===== src/pwm_ctl_map.vh =====
// Constants for the serial PCM input and PWM modulator control block
`ifndef PWM_CTL_MAP_VH
`define PWM_CTL_MAP_VH
// Serial framing kinds
`define FRAME_RJ 2'd0
`define FRAME_I2S 2'd1
`define FRAME_LJ 2'd2
`define FRAME_DSP 2'd3
// Format code table
`define FMT_RJ16 3'd0
`define FMT_RJ20 3'd1
`define FMT_RJ24 3'd2
`define FMT_I2S16 3'd3
`define FMT_I2S20 3'd4
`define FMT_I2S24 3'd5
`define FMT_LJ16 3'd6
`define FMT_DSP16 3'd7
// Master clock dividers: bit clock is mclk/4, frame clock is bit clock/64
`define BCLK_HALF_DIV 2'd1
`define BITS_PER_FRAME 6'd63
`define HALF_FRAME 6'd31
// Initialisation time after reset release or format change
`define INIT_TIME_US 10
`define INIT_CYCLES ((`INIT_TIME_US * 1000) / 10)
// Carrier phase counter width (PWM frame of 256 clocks)
`define PWM_BITS 8
`define FIFO_DEPTH 8
`define FIFO_AW 3
`endif


===== src/sample_fifo.v =====
// Sample FIFO between the serial receiver and the modulator
`timescale 1ns/1ps
module sample_fifo #(
  parameter WIDTH = 48,
  parameter DEPTH = 8,
  parameter AW = 3
) (
  input wire clk_i,
  input wire rst_i,
  input wire clear_i,
  input wire [WIDTH-1:0] in_data_i,
  input wire in_valid_i,
  output wire in_ready_o,
  output reg [WIDTH-1:0] out_data_o,
  output wire out_valid_o,
  input wire out_ready_i
);
  reg [WIDTH-1:0] mem [0:DEPTH-1];
  reg [AW:0] wr_ptr;
  reg [AW:0] rd_ptr;
  wire full = (wr_ptr[AW] != rd_ptr[AW]) && (wr_ptr[AW-1:0] == rd_ptr[AW-1:0]);
  wire empty = (wr_ptr == rd_ptr);
  wire push = in_valid_i && !full;
  wire pop = out_ready_i && !empty;
  assign in_ready_o = !full;
  assign out_valid_o = !empty;
  always @(posedge clk_i) begin
    if (push) begin
      mem[wr_ptr[AW-1:0]] <= in_data_i;
    end
  end
  always @* begin
    out_data_o = mem[rd_ptr[AW-1:0]];
  end
  always @(posedge clk_i or posedge rst_i) begin
    if (rst_i) begin
      wr_ptr <= {(AW+1){1'b0}};
      rd_ptr <= {(AW+1){1'b0}};
    end else if (clear_i) begin
      wr_ptr <= {(AW+1){1'b0}};
      rd_ptr <= {(AW+1){1'b0}};
    end else begin
      if (push) begin
        wr_ptr <= wr_ptr + {{AW{1'b0}}, 1'b1};
      end
      if (pop) begin
        rd_ptr <= rd_ptr + {{AW{1'b0}}, 1'b1};
      end
    end
  end
endmodule // sample_fifo


===== src/pwm_pair.v =====
// One channel of two differential PWM pairs with hard-mute
`timescale 1ns/1ps
`include "pwm_ctl_map.vh"
module pwm_pair (
  input wire clk_i,
  input wire rst_i,
  input wire run_i,
  input wire [`PWM_BITS-1:0] phase_i,
  input wire [`PWM_BITS-1:0] duty_i,
  output reg a_plus_o,
  output reg a_minus_o,
  output reg b_plus_o,
  output reg b_minus_o
);
  // Pair B runs on the inverted carrier so the two halves interleave
  wire a_on = phase_i < duty_i;
  wire b_on = (~phase_i) < duty_i;
  always @(posedge clk_i or posedge rst_i) begin
    if (rst_i) begin
      a_plus_o <= 1'b0;
      a_minus_o <= 1'b1;
      b_plus_o <= 1'b0;
      b_minus_o <= 1'b1;
    end else if (!run_i) begin
      a_plus_o <= 1'b0;
      a_minus_o <= 1'b1;
      b_plus_o <= 1'b0;
      b_minus_o <= 1'b1;
    end else begin
      a_plus_o <= a_on;
      a_minus_o <= ~a_on;
      b_plus_o <= b_on;
      b_minus_o <= ~b_on;
    end
  end
endmodule // pwm_pair


===== src/pcm_pwm_ctl.v =====
// Serial PCM input port and pin-level control of the PWM modulator
`timescale 1ns/1ps
`include "pwm_ctl_map.vh"
module pcm_pwm_ctl #(
  parameter INIT_CYCLES = `INIT_CYCLES
) (
  input wire CLK_I,
  input wire RST_I,
  input wire MASTER_SEL_I,
  input wire DOUBLE_SPEED_SEL_I,
  input wire DEEMPH_ENABLE_I,
  input wire DEEMPH_RATE_SEL_I,
  input wire MUTE_N_I,
  input wire POWER_DOWN_N_I,
  input wire FMT_SEL_0_I,
  input wire FMT_SEL_1_I,
  input wire FMT_SEL_2_I,
  input wire FACTORY_TEST_A_I,
  input wire FACTORY_TEST_B_I,
  input wire CRYSTAL_IN_I,
  output wire CRYSTAL_OUT_O,
  input wire BIT_CLK_I,
  output reg BIT_CLK_O,
  output wire BIT_CLK_OE_O,
  input wire FRAME_CLK_I,
  output reg FRAME_CLK_O,
  output wire FRAME_CLK_OE_O,
  input wire SERIAL_AUDIO_IN_I,
  output wire MCLK_OUT_O,
  output wire DEEMPH_ACTIVE_O,
  output wire DEEMPH_48K_O,
  output wire FMT_RESERVED_O,
  output wire LEFT_PAIR_A_PLUS_O,
  output wire LEFT_PAIR_A_MINUS_O,
  output wire LEFT_PAIR_B_PLUS_O,
  output wire LEFT_PAIR_B_MINUS_O,
  output wire RIGHT_PAIR_A_PLUS_O,
  output wire RIGHT_PAIR_A_MINUS_O,
  output wire RIGHT_PAIR_B_PLUS_O,
  output wire RIGHT_PAIR_B_MINUS_O,
  output reg VALID_L_O,
  output reg VALID_R_O
);
  // ----------------------------------------
  // States
  // ----------------------------------------
  localparam [2:0] ST_RESET = 3'b001;
  localparam [2:0] ST_INIT = 3'b010;
  localparam [2:0] ST_RUN = 3'b100;

  // ----------------------------------------
  // Input synchronisers
  // ----------------------------------------
  // Pins: 0 bit clk, 1 frame clk, 2 data, 3..5 format, 6 power-down
  wire [6:0] pin_raw = {POWER_DOWN_N_I, FMT_SEL_2_I, FMT_SEL_1_I, FMT_SEL_0_I,
                        SERIAL_AUDIO_IN_I, FRAME_CLK_I, BIT_CLK_I};
  reg [6:0] sync1;
  reg [6:0] sync2;
  reg [6:0] sync3;
  reg [6:0] pin_q;
  genvar gi;
  generate
    for (gi = 0; gi < 7; gi = gi + 1) begin : g_sync
      always @(posedge CLK_I or posedge RST_I) begin
        if (RST_I) begin
          sync1[gi] <= 1'b0;
          sync2[gi] <= 1'b0;
          sync3[gi] <= 1'b0;
          pin_q[gi] <= 1'b0;
        end else begin
          sync1[gi] <= pin_raw[gi];
          sync2[gi] <= sync1[gi];
          sync3[gi] <= sync2[gi];
          // A change counts once stages two and three agree
          if (sync2[gi] == sync3[gi]) begin
            pin_q[gi] <= sync3[gi];
          end
        end
      end
    end
  endgenerate
  wire pdn_ok = pin_q[6];
  wire [2:0] fmt_code = pin_q[5:3];

  // ----------------------------------------
  // Format table
  // ----------------------------------------
  reg [1:0] frame_kind;
  reg [4:0] word_len;
  reg fmt_reserved;
  always @* begin
    frame_kind = `FRAME_RJ;
    word_len = 5'd16;
    fmt_reserved = 1'b0;
    case (fmt_code)
      `FMT_RJ16: begin word_len = 5'd16; end
      `FMT_RJ20: begin word_len = 5'd20; end
      `FMT_RJ24: begin word_len = 5'd24; end
      `FMT_I2S16: begin frame_kind = `FRAME_I2S; word_len = 5'd16; end
      `FMT_I2S20: begin frame_kind = `FRAME_I2S; word_len = 5'd20; end
      `FMT_I2S24: begin frame_kind = `FRAME_I2S; word_len = 5'd24; end
      `FMT_LJ16: begin frame_kind = `FRAME_LJ; word_len = 5'd16; end
      `FMT_DSP16: begin frame_kind = `FRAME_DSP; word_len = 5'd16; end
      default: begin fmt_reserved = 1'b1; end
    endcase
  end
  assign FMT_RESERVED_O = fmt_reserved;

  // ----------------------------------------
  // Control sequencer
  // ----------------------------------------
  reg [2:0] state;
  reg [2:0] next_state;
  reg [2:0] fmt_last;
  reg [13:0] init_cnt;
  reg sync_ready;
  wire fmt_changed = (fmt_code != fmt_last);
  always @* begin
    next_state = state;
    case (state)
      ST_RESET: begin
        if (sync_ready && pdn_ok) begin
          next_state = ST_INIT;
        end
      end
      ST_INIT: begin
        if (!pdn_ok || fmt_changed) begin
          next_state = ST_RESET;
        end else if (init_cnt == INIT_CYCLES[13:0] - 14'd1) begin
          next_state = ST_RUN;
        end
      end
      ST_RUN: begin
        if (!pdn_ok || fmt_changed) begin
          next_state = ST_RESET;
        end
      end
      default: begin
        next_state = ST_RESET;
      end
    endcase
  end
  always @(posedge CLK_I or posedge RST_I) begin
    if (RST_I) begin
      state <= ST_RESET;
      fmt_last <= 3'h0;
      init_cnt <= 14'h0;
      sync_ready <= 1'b0;
    end else begin
      state <= next_state;
      fmt_last <= fmt_code;
      // Lets the synchronisers fill before the format is trusted
      sync_ready <= 1'b1;
      if (state == ST_INIT) begin
        init_cnt <= init_cnt + 14'd1;
      end else begin
        init_cnt <= 14'h0;
      end
    end
  end
  wire running = (state == ST_RUN) && !fmt_reserved;

  // ----------------------------------------
  // Master clock generation
  // ----------------------------------------
  // mclk out only in master mode
  assign MCLK_OUT_O = MASTER_SEL_I ? CLK_I : 1'b0;
  // crystal output idle; clock arrives as system clock
  assign CRYSTAL_OUT_O = 1'b0;
  assign BIT_CLK_OE_O = MASTER_SEL_I;
  assign FRAME_CLK_OE_O = MASTER_SEL_I;
  reg [1:0] mdiv;
  reg [5:0] mbit;
  reg m_bclk_fall;
  // 64 Fs bit clock, Fs frame clock
  always @(posedge CLK_I or posedge RST_I) begin
    if (RST_I) begin
      mdiv <= 2'h0;
      mbit <= 6'h0;
      BIT_CLK_O <= 1'b0;
      FRAME_CLK_O <= 1'b0;
      m_bclk_fall <= 1'b0;
    end else begin
      m_bclk_fall <= 1'b0;
      mdiv <= mdiv + 2'd1;
      if (mdiv == `BCLK_HALF_DIV) begin
        BIT_CLK_O <= 1'b1;
      end else if (mdiv == 2'd3) begin
        BIT_CLK_O <= 1'b0;
        m_bclk_fall <= 1'b1;
        mbit <= mbit + 6'd1;
        FRAME_CLK_O <= (mbit >= `HALF_FRAME) && (mbit != `BITS_PER_FRAME);
      end
    end
  end

  // ----------------------------------------
  // Serial receiver
  // ----------------------------------------
  reg bclk_prev;
  always @(posedge CLK_I or posedge RST_I) begin
    if (RST_I) begin
      bclk_prev <= 1'b0;
    end else begin
      bclk_prev <= pin_q[0];
    end
  end
  wire s_rise = pin_q[0] && !bclk_prev;
  wire bit_rise = MASTER_SEL_I ? (mdiv == `BCLK_HALF_DIV) : s_rise;
  wire lr_now = MASTER_SEL_I ? FRAME_CLK_O : pin_q[1];
  wire data_bit = pin_q[2];
  reg lr_prev;
  reg [5:0] bit_idx;
  reg [5:0] slot_len;
  reg [23:0] shreg;
  reg [23:0] left_word;
  reg [47:0] pair_word;
  reg pair_valid;
  wire fifo_ready;
  // DSP framing: short pulse at frame start, then left and right back to back
  wire lr_edge = (lr_now != lr_prev);
  wire dsp_start = (frame_kind == `FRAME_DSP) && lr_now && !lr_prev;
  wire [5:0] first_bit = (frame_kind == `FRAME_I2S) ? 6'd1 :
                         (frame_kind == `FRAME_RJ) ? (slot_len - {1'b0, word_len}) : 6'd0;
  wire in_word = (bit_idx >= first_bit) && (bit_idx < first_bit + {1'b0, word_len});
  wire word_done = in_word && (bit_idx == first_bit + {1'b0, word_len} - 6'd1);
  // In DSP framing the word index runs 0..31 over both channels
  wire dsp_right = (frame_kind == `FRAME_DSP) && (bit_idx >= {1'b0, word_len});
  wire [5:0] dsp_idx = dsp_right ? bit_idx - {1'b0, word_len} : bit_idx;
  wire dsp_in = dsp_idx < {1'b0, word_len};
  wire dsp_done = dsp_in && (dsp_idx == {1'b0, word_len} - 6'd1);
  wire take = (frame_kind == `FRAME_DSP) ? dsp_in : in_word;
  wire done = (frame_kind == `FRAME_DSP) ? dsp_done : word_done;
  wire is_left = (frame_kind == `FRAME_DSP) ? !dsp_right :
                 ((frame_kind == `FRAME_I2S) ? !lr_now : lr_now);
  always @(posedge CLK_I or posedge RST_I) begin
    if (RST_I) begin
      lr_prev <= 1'b0;
      bit_idx <= 6'h0;
      slot_len <= 6'd32;
      shreg <= 24'h0;
      left_word <= 24'h0;
      pair_word <= 48'h0;
      pair_valid <= 1'b0;
    end else begin
      if (pair_valid && fifo_ready) begin
        pair_valid <= 1'b0;
      end
      if (bit_rise) begin
        lr_prev <= lr_now;
        // slot length follows the frame clock, for slots of up to 63 bit clocks
        if ((frame_kind == `FRAME_DSP) ? dsp_start : lr_edge) begin
          bit_idx <= 6'd1;
          slot_len <= bit_idx;
          shreg <= {23'h0, data_bit};
        end else begin
          bit_idx <= bit_idx + 6'd1;
          if (take) begin
            shreg <= {shreg[22:0], data_bit};
          end
          if (done && is_left) begin
            left_word <= ({shreg[22:0], data_bit}) << (5'd24 - word_len);
          end else if (done && running) begin
            // samples only enter when channel is live
            pair_word <= {left_word, ({shreg[22:0], data_bit}) << (5'd24 - word_len)};
            pair_valid <= 1'b1;
          end
        end
      end
    end
  end

  // ----------------------------------------
  // Sample buffer
  // ----------------------------------------
  wire [47:0] fifo_data;
  wire fifo_valid;
  reg [`PWM_BITS-1:0] phase;
  wire fifo_take = (phase == {`PWM_BITS{1'b1}});
  sample_fifo #(
    .WIDTH(48),
    .DEPTH(`FIFO_DEPTH),
    .AW(`FIFO_AW)
  ) u_fifo (
    .clk_i(CLK_I),
    .rst_i(RST_I),
    .clear_i(!running),
    .in_data_i(pair_word),
    .in_valid_i(pair_valid),
    .in_ready_o(fifo_ready),
    .out_data_o(fifo_data),
    .out_valid_o(fifo_valid),
    .out_ready_i(fifo_take)
  );

  // ----------------------------------------
  // Modulator control
  // ----------------------------------------
  // de-emphasis only at normal speed with a 44.1/48 clock
  assign DEEMPH_ACTIVE_O = running && DEEMPH_ENABLE_I && !DOUBLE_SPEED_SEL_I;
  // curve select, meaningful only when active
  assign DEEMPH_48K_O = DEEMPH_ACTIVE_O && DEEMPH_RATE_SEL_I;
  reg [`PWM_BITS-1:0] duty_l;
  reg [`PWM_BITS-1:0] duty_r;
  always @(posedge CLK_I or posedge RST_I) begin
    if (RST_I) begin
      phase <= {`PWM_BITS{1'b0}};
      duty_l <= 8'h80;
      duty_r <= 8'h80;
      VALID_L_O <= 1'b0;
      VALID_R_O <= 1'b0;
    end else begin
      phase <= phase + 8'd1;
      VALID_L_O <= running;
      VALID_R_O <= running;
      if (fifo_take) begin
        // mute low gives 50% duty silence, even with no new sample
        if (!MUTE_N_I) begin
          duty_l <= 8'h80;
          duty_r <= 8'h80;
        end else if (fifo_valid) begin
          duty_l <= {~fifo_data[47], fifo_data[46:40]};
          duty_r <= {~fifo_data[23], fifo_data[22:16]};
        end
      end
    end
  end

  // ----------------------------------------
  // PWM outputs
  // ----------------------------------------
  // two pairs per channel, hard-muted in reset
  pwm_pair u_left (
    .clk_i(CLK_I),
    .rst_i(RST_I),
    .run_i(running),
    .phase_i(phase),
    .duty_i(duty_l),
    .a_plus_o(LEFT_PAIR_A_PLUS_O),
    .a_minus_o(LEFT_PAIR_A_MINUS_O),
    .b_plus_o(LEFT_PAIR_B_PLUS_O),
    .b_minus_o(LEFT_PAIR_B_MINUS_O)
  );
  pwm_pair u_right (
    .clk_i(CLK_I),
    .rst_i(RST_I),
    .run_i(running),
    .phase_i(phase),
    .duty_i(duty_r),
    .a_plus_o(RIGHT_PAIR_A_PLUS_O),
    .a_minus_o(RIGHT_PAIR_A_MINUS_O),
    .b_plus_o(RIGHT_PAIR_B_PLUS_O),
    .b_minus_o(RIGHT_PAIR_B_MINUS_O)
  );
endmodule // pcm_pwm_ctl


===== config.mk =====
export PLATFORM = sky130hd
export DESIGN_NAME = pcm_pwm_ctl
export DESIGN_NICKNAME = d
export VERILOG_FILES = /design/src/sample_fifo.v /design/src/pwm_pair.v /design/src/pcm_pwm_ctl.v
export VERILOG_INCLUDE_DIRS = /design/src
export SDC_FILE = /design/constraint.sdc
export NUM_CORES = 1
export LEC_CHECK = 0
export ABC_CLOCK_PERIOD_IN_PS = 7650
export BUFFER_PORTS_ARGS = -buffer_cell sky130_fd_sc_hd__buf_4
export CORE_ASPECT_RATIO = 0.75
export CORE_MARGIN = 4
export CORE_UTILIZATION = 65
export CTS_CLUSTER_SIZE = 10
export DETAILED_ROUTE_END_ITERATION = 8
export GPL_TIMING_DRIVEN = 0
export PLACE_DENSITY = 0.82
export SYNTH_ARGS = -nofsm -noshare
export SYNTH_HDL_FRONTEND = slang
export SYNTH_HIERARCHICAL = 1
export SYNTH_SLANG_ARGS = --single-unit

===== constraint.sdc =====
create_clock -name CLK_I -period 7.65 [get_ports CLK_I]
set_input_delay 0.765 -clock CLK_I [delete_from_list [all_inputs] [get_ports CLK_I]]
set_output_delay 0.765 -clock CLK_I [all_outputs]
set_load 0.03 [all_outputs]

After elaboration in Yosys (flattened, before gate mapping) --
Memories as Yosys holds them, arrays and structs flattened. Cells that the tools add are included.
Word-level totals: bits in registers 210, latch bits 0, bits in writable memories 384, bits in read-only memories 0, input port bits 17, output and inout bits 19, logic and storage cells 217, memories kept 1
Memory list:
- u_fifo.mem | words 8, bits a word 48, read ports 1, clocked after memory_dff 0, write ports 1, line sample_fifo.v:18 | reg [WIDTH-1:0] mem [0:DEPTH-1];
Cells by class: add/subtract/negate cells 13, multiply operators 0, divide/modulo/power cells 0, order comparisons 9, equality and inequality tests 37, shift operators 1, multiplexer cells 47, bitwise operators 10, reductions and logical operators 41
Operators by type and width (count):
- $mux W23 | 2
- $lt A8 B8 Y1 | 4
- $mux W8 | 4
- $mux W1 | 25
- $mux W6 | 4
- $shl A24 B5 Y24 | 1
- $logic_and A1 B1 Y1 | 17
- $mux W4 | 4
- $eq A3 B3 Y1 const B | 5
- $pmux W5 S3 | 1
- $add A14 B1 Y14 const B | 1
- $eq A14 B10 Y1 const B | 1
- $mux W14 | 1
- $add A6 B1 Y6 const B | 2
- $eq A6 B6 Y1 | 2
- $mux W3 | 4
- $sub A6 B5 Y6 | 2
- $eq A3 B2 Y1 const B | 3
- $not A1 Y1 | 9
- $pmux W3 S3 | 1
- $add A4 B1 Y4 const B | 2
- $add A8 B1 Y8 const B | 1
- $eq A8 B8 Y1 const B | 1
- $logic_not A1 Y1 | 8
- other kinds (34) | 53

Longest topological paths before layout --
word-level depth 16, mapped depth 26, depth with buffers taken out 21

Modules after synthesis --
Netlist, hierarchy kept.
Modules (own cells, without submodules):
- sample_fifo | instances 1, cells each 635, area each 15103.2 µm², seq. area each 11731.3 µm²
- pcm_pwm_ctl | instances 1, cells each 736, area each 8826.0 µm², seq. area each 4859.7 µm²
- pwm_pair | instances 2, cells each 57, area each 499.2 µm², seq. area each 102.6 µm²

==> impl_metrics.ini <==
[floorplan]
ios = 36
fp.dieW_um = 173.6
num_rows = 45
start_util = 0.6610
coreArea_um2 = 20210
die_h_um = 132.2
die_area_um2 = 22940

[synth]
yosys_warnings = 6
syn_inst = 991
synthesis.area_um2 = 13360
syn_area_per_cell_um2 = 13.48

[timing]
setup_viol = 0
fin_skew_ps = 17.37
setup_tns_ps = 0
finalCriticalPeriod_ps = 6496
worst_slack_ps = 1154
final-hold-violation-count = 0
post-route-period-util = 0.8491
tightestPinTransition_ps = 1011
rsz0062_at_grt = no
slew_headroom = 0.3258
slew_viol_final = 0
fmax_mhz = 153.9

[critical_path]
worstPathMaxFanout = 10
worst-r2r-cell-count = 26
critPathLaunchType = flop
r2r_end = left_word[18]
crit_required_ps = 8150
cp.arrival_ps = 6990
ff2ff_setup_slack_ps = 1150
crit_type = flop to flop
crit_end = left_word[18]
end_kind = flop
crit_path_start = fmt_code[1]
r2r-start = fmt_code[1]

[grt]
use_met2 = 0.3691
grt-ovfl-total = 0
grt_pass1_vias = 8202
grt_use_met1 = 0.3737
antenna_found_initial = 0
grt_pass1_wl_um = 44410
use_met3 = 0.04472
grt_max_degree = 91
top_usage_layer = met1
grtUsageTotal = 0.2445

[detailed_routing]
first_pass_iters = 6
wl_um = 27170
wl_per_cell_um = 20.10
post_drt_via_cell_ratio = 6.009
drtIter0Drc = 757
num_vias = 8124
final_antenna_net_count = 0
drc = 0

[placement]
dp_hpwl_um = 18410
post-place-ws_ps = 1320
placed_area_um2 = 14070
placement.io_buffers = 29
gp_congestion = 0.9005

[pwr]
combPwrFrac = 0.155
p_sw_frac = 0.2648
power.ir.vdd_worst_mv = 0.1905
p_sw_w = 0.001029
power.leakage_nw = 5.881
power.internal_w = 0.002857
power_density_nw_per_um2 = 256.9
clkPwrFrac = 0.396
p_seq_frac = 0.449

[hold_path]
hp-class = input pin to asynchronous set/reset pin

[finish]
antennaDiodeCount = 0
syn2layout_area_growth_pct = 13.19
layout-drive-gt1-share = 0.2121
layout.cells.most_common = dfrtp_1
layout.nets = 1147
final_cell_mix = dfrtp_1, edfxtp_1, nand2_1, inv_1
num-fill-cells = 1238
final_area_um2 = 15120

[job]
drv_cap = 0

[clock_network]
clk_latency_ps = 620
cts_tree = yes
postCtsHoldBufs = 0
post_cts_resized = 0
path_clk_slew_ps = 50
cts_setup_buffers = 0

[run_status]
status = finished clean
cell type report:
| class | instances | area, µm² | area share |
|---|---|---|---|
| sequential | 290 | 7908 | 0.5228 |
| multi-input combinational | 569 | 4902 | 0.3241 |
| clock buffer | 60 | 1037 | 0.06858 |
| buffer | 65 | 334.1 | 0.02209 |
| timing repair buffer | 40 | 331.6 | 0.02192 |
| tap | 258 | 322.8 | 0.02134 |
| inverter | 68 | 260.3 | 0.01721 |
| clock inverter | 2 | 28.78 | 0.001903 |
per-layer routing:
| metal | share of wire | vias to the layer above |
|---|---|---|
| li1 | - | 3734 |
| met2 | 0.46 | 260 |
| met5 | 0 | - |
| met4 | 0.016 | 0 |
| met1 | 0.46 | 4092 |
| met3 | 0.062 | 38 |
power groups by stage:
| stage | logic (W) | registers [W] | clock network (W) |
|---|---|---|---|
| floorplan | 0.000465 | 0.00175 | 0.00000814 |
| global placement | 0.000559 | 0.00177 | 0.0000123 |
| detailed placement | 0.000585 | 0.00177 | 0.0000123 |
| CTS | 0.000600 | 0.00174 | 0.00157 |
| global route | 0.000681 | 0.00175 | 0.00164 |
| finish | 0.000604 | 0.00174 | 0.00154 |
metrics by stage:
stage | util | hold WS (ps) | power [W] | cells
2_1_floorplan | - | 331.2 | 0.002220 | 992
3_3_place_gp | 0.6880 | 331.6 | 0.002337 | 1279
3_5_place_dp | 0.6959 | 334.7 | 0.002366 | 1291
4_1_cts | 0.7483 | 59.83 | 0.003909 | 1352
5_1_grt | 0.7483 | 63.95 | 0.004070 | 1352
6_report | 0.7483 | 71.86 | 0.003886 | 1352
flip-flops by register name, summed over array words and instances, names as in the netlist, 7 cells and up:
| name | cells |
|---|---|
| u_fifo/mem | 128 |
| shreg | 23 |
| pair_word | 16 |
| init_cnt | 14 |
| duty_l | 8 |
| duty_r | 8 |
| left_word | 8 |
| phase | 8 |
| sync1 | 7 |
| sync2 | 7 |
| sync3 | 7 |
critical path, cell delays in order, from the launching register on:
cell	delay, ps
dfrtp_1	440
buf_2	300
nor2b_1	150
a21oi_1	160
clkbuf_1	470
clkbuf_1	390
inv_1	180
nor2_1	380
ha_1	250
inv_1	60
fa_1	480
nand2_1	70
inv_1	110
ha_1	240
a21oi_1	320
a21oi_1	120
a311oi_1	280
nand2_1	170
ha_1	220
a211oi_1	190
o41ai_1	130
a21o_1	230
nand4b_4	210
a211o_1	290
buf_6	140
buf_8	120
mux2_4	290
worst min path at each step:
| stage | cells after the start | from | endpoint | slack, ps |
|---|---|---|---|---|
| after global placement | 0 | sync1[5] | sync2[5] | 330 |
| after floorplan | 0 | sync1[0] | sync2[0] | 330 |
| after global routing | 2 | RST_I | u_left/b_plus_o | 60 |
| after detailed placement | 0 | sync1[3] | sync2[3] | 330 |
| final | 2 | RST_I | u_left/b_plus_o | 70 |
| after CTS | 2 | RST_I | u_left/b_plus_o | 60 |
(Power assumes the default switching activity.)
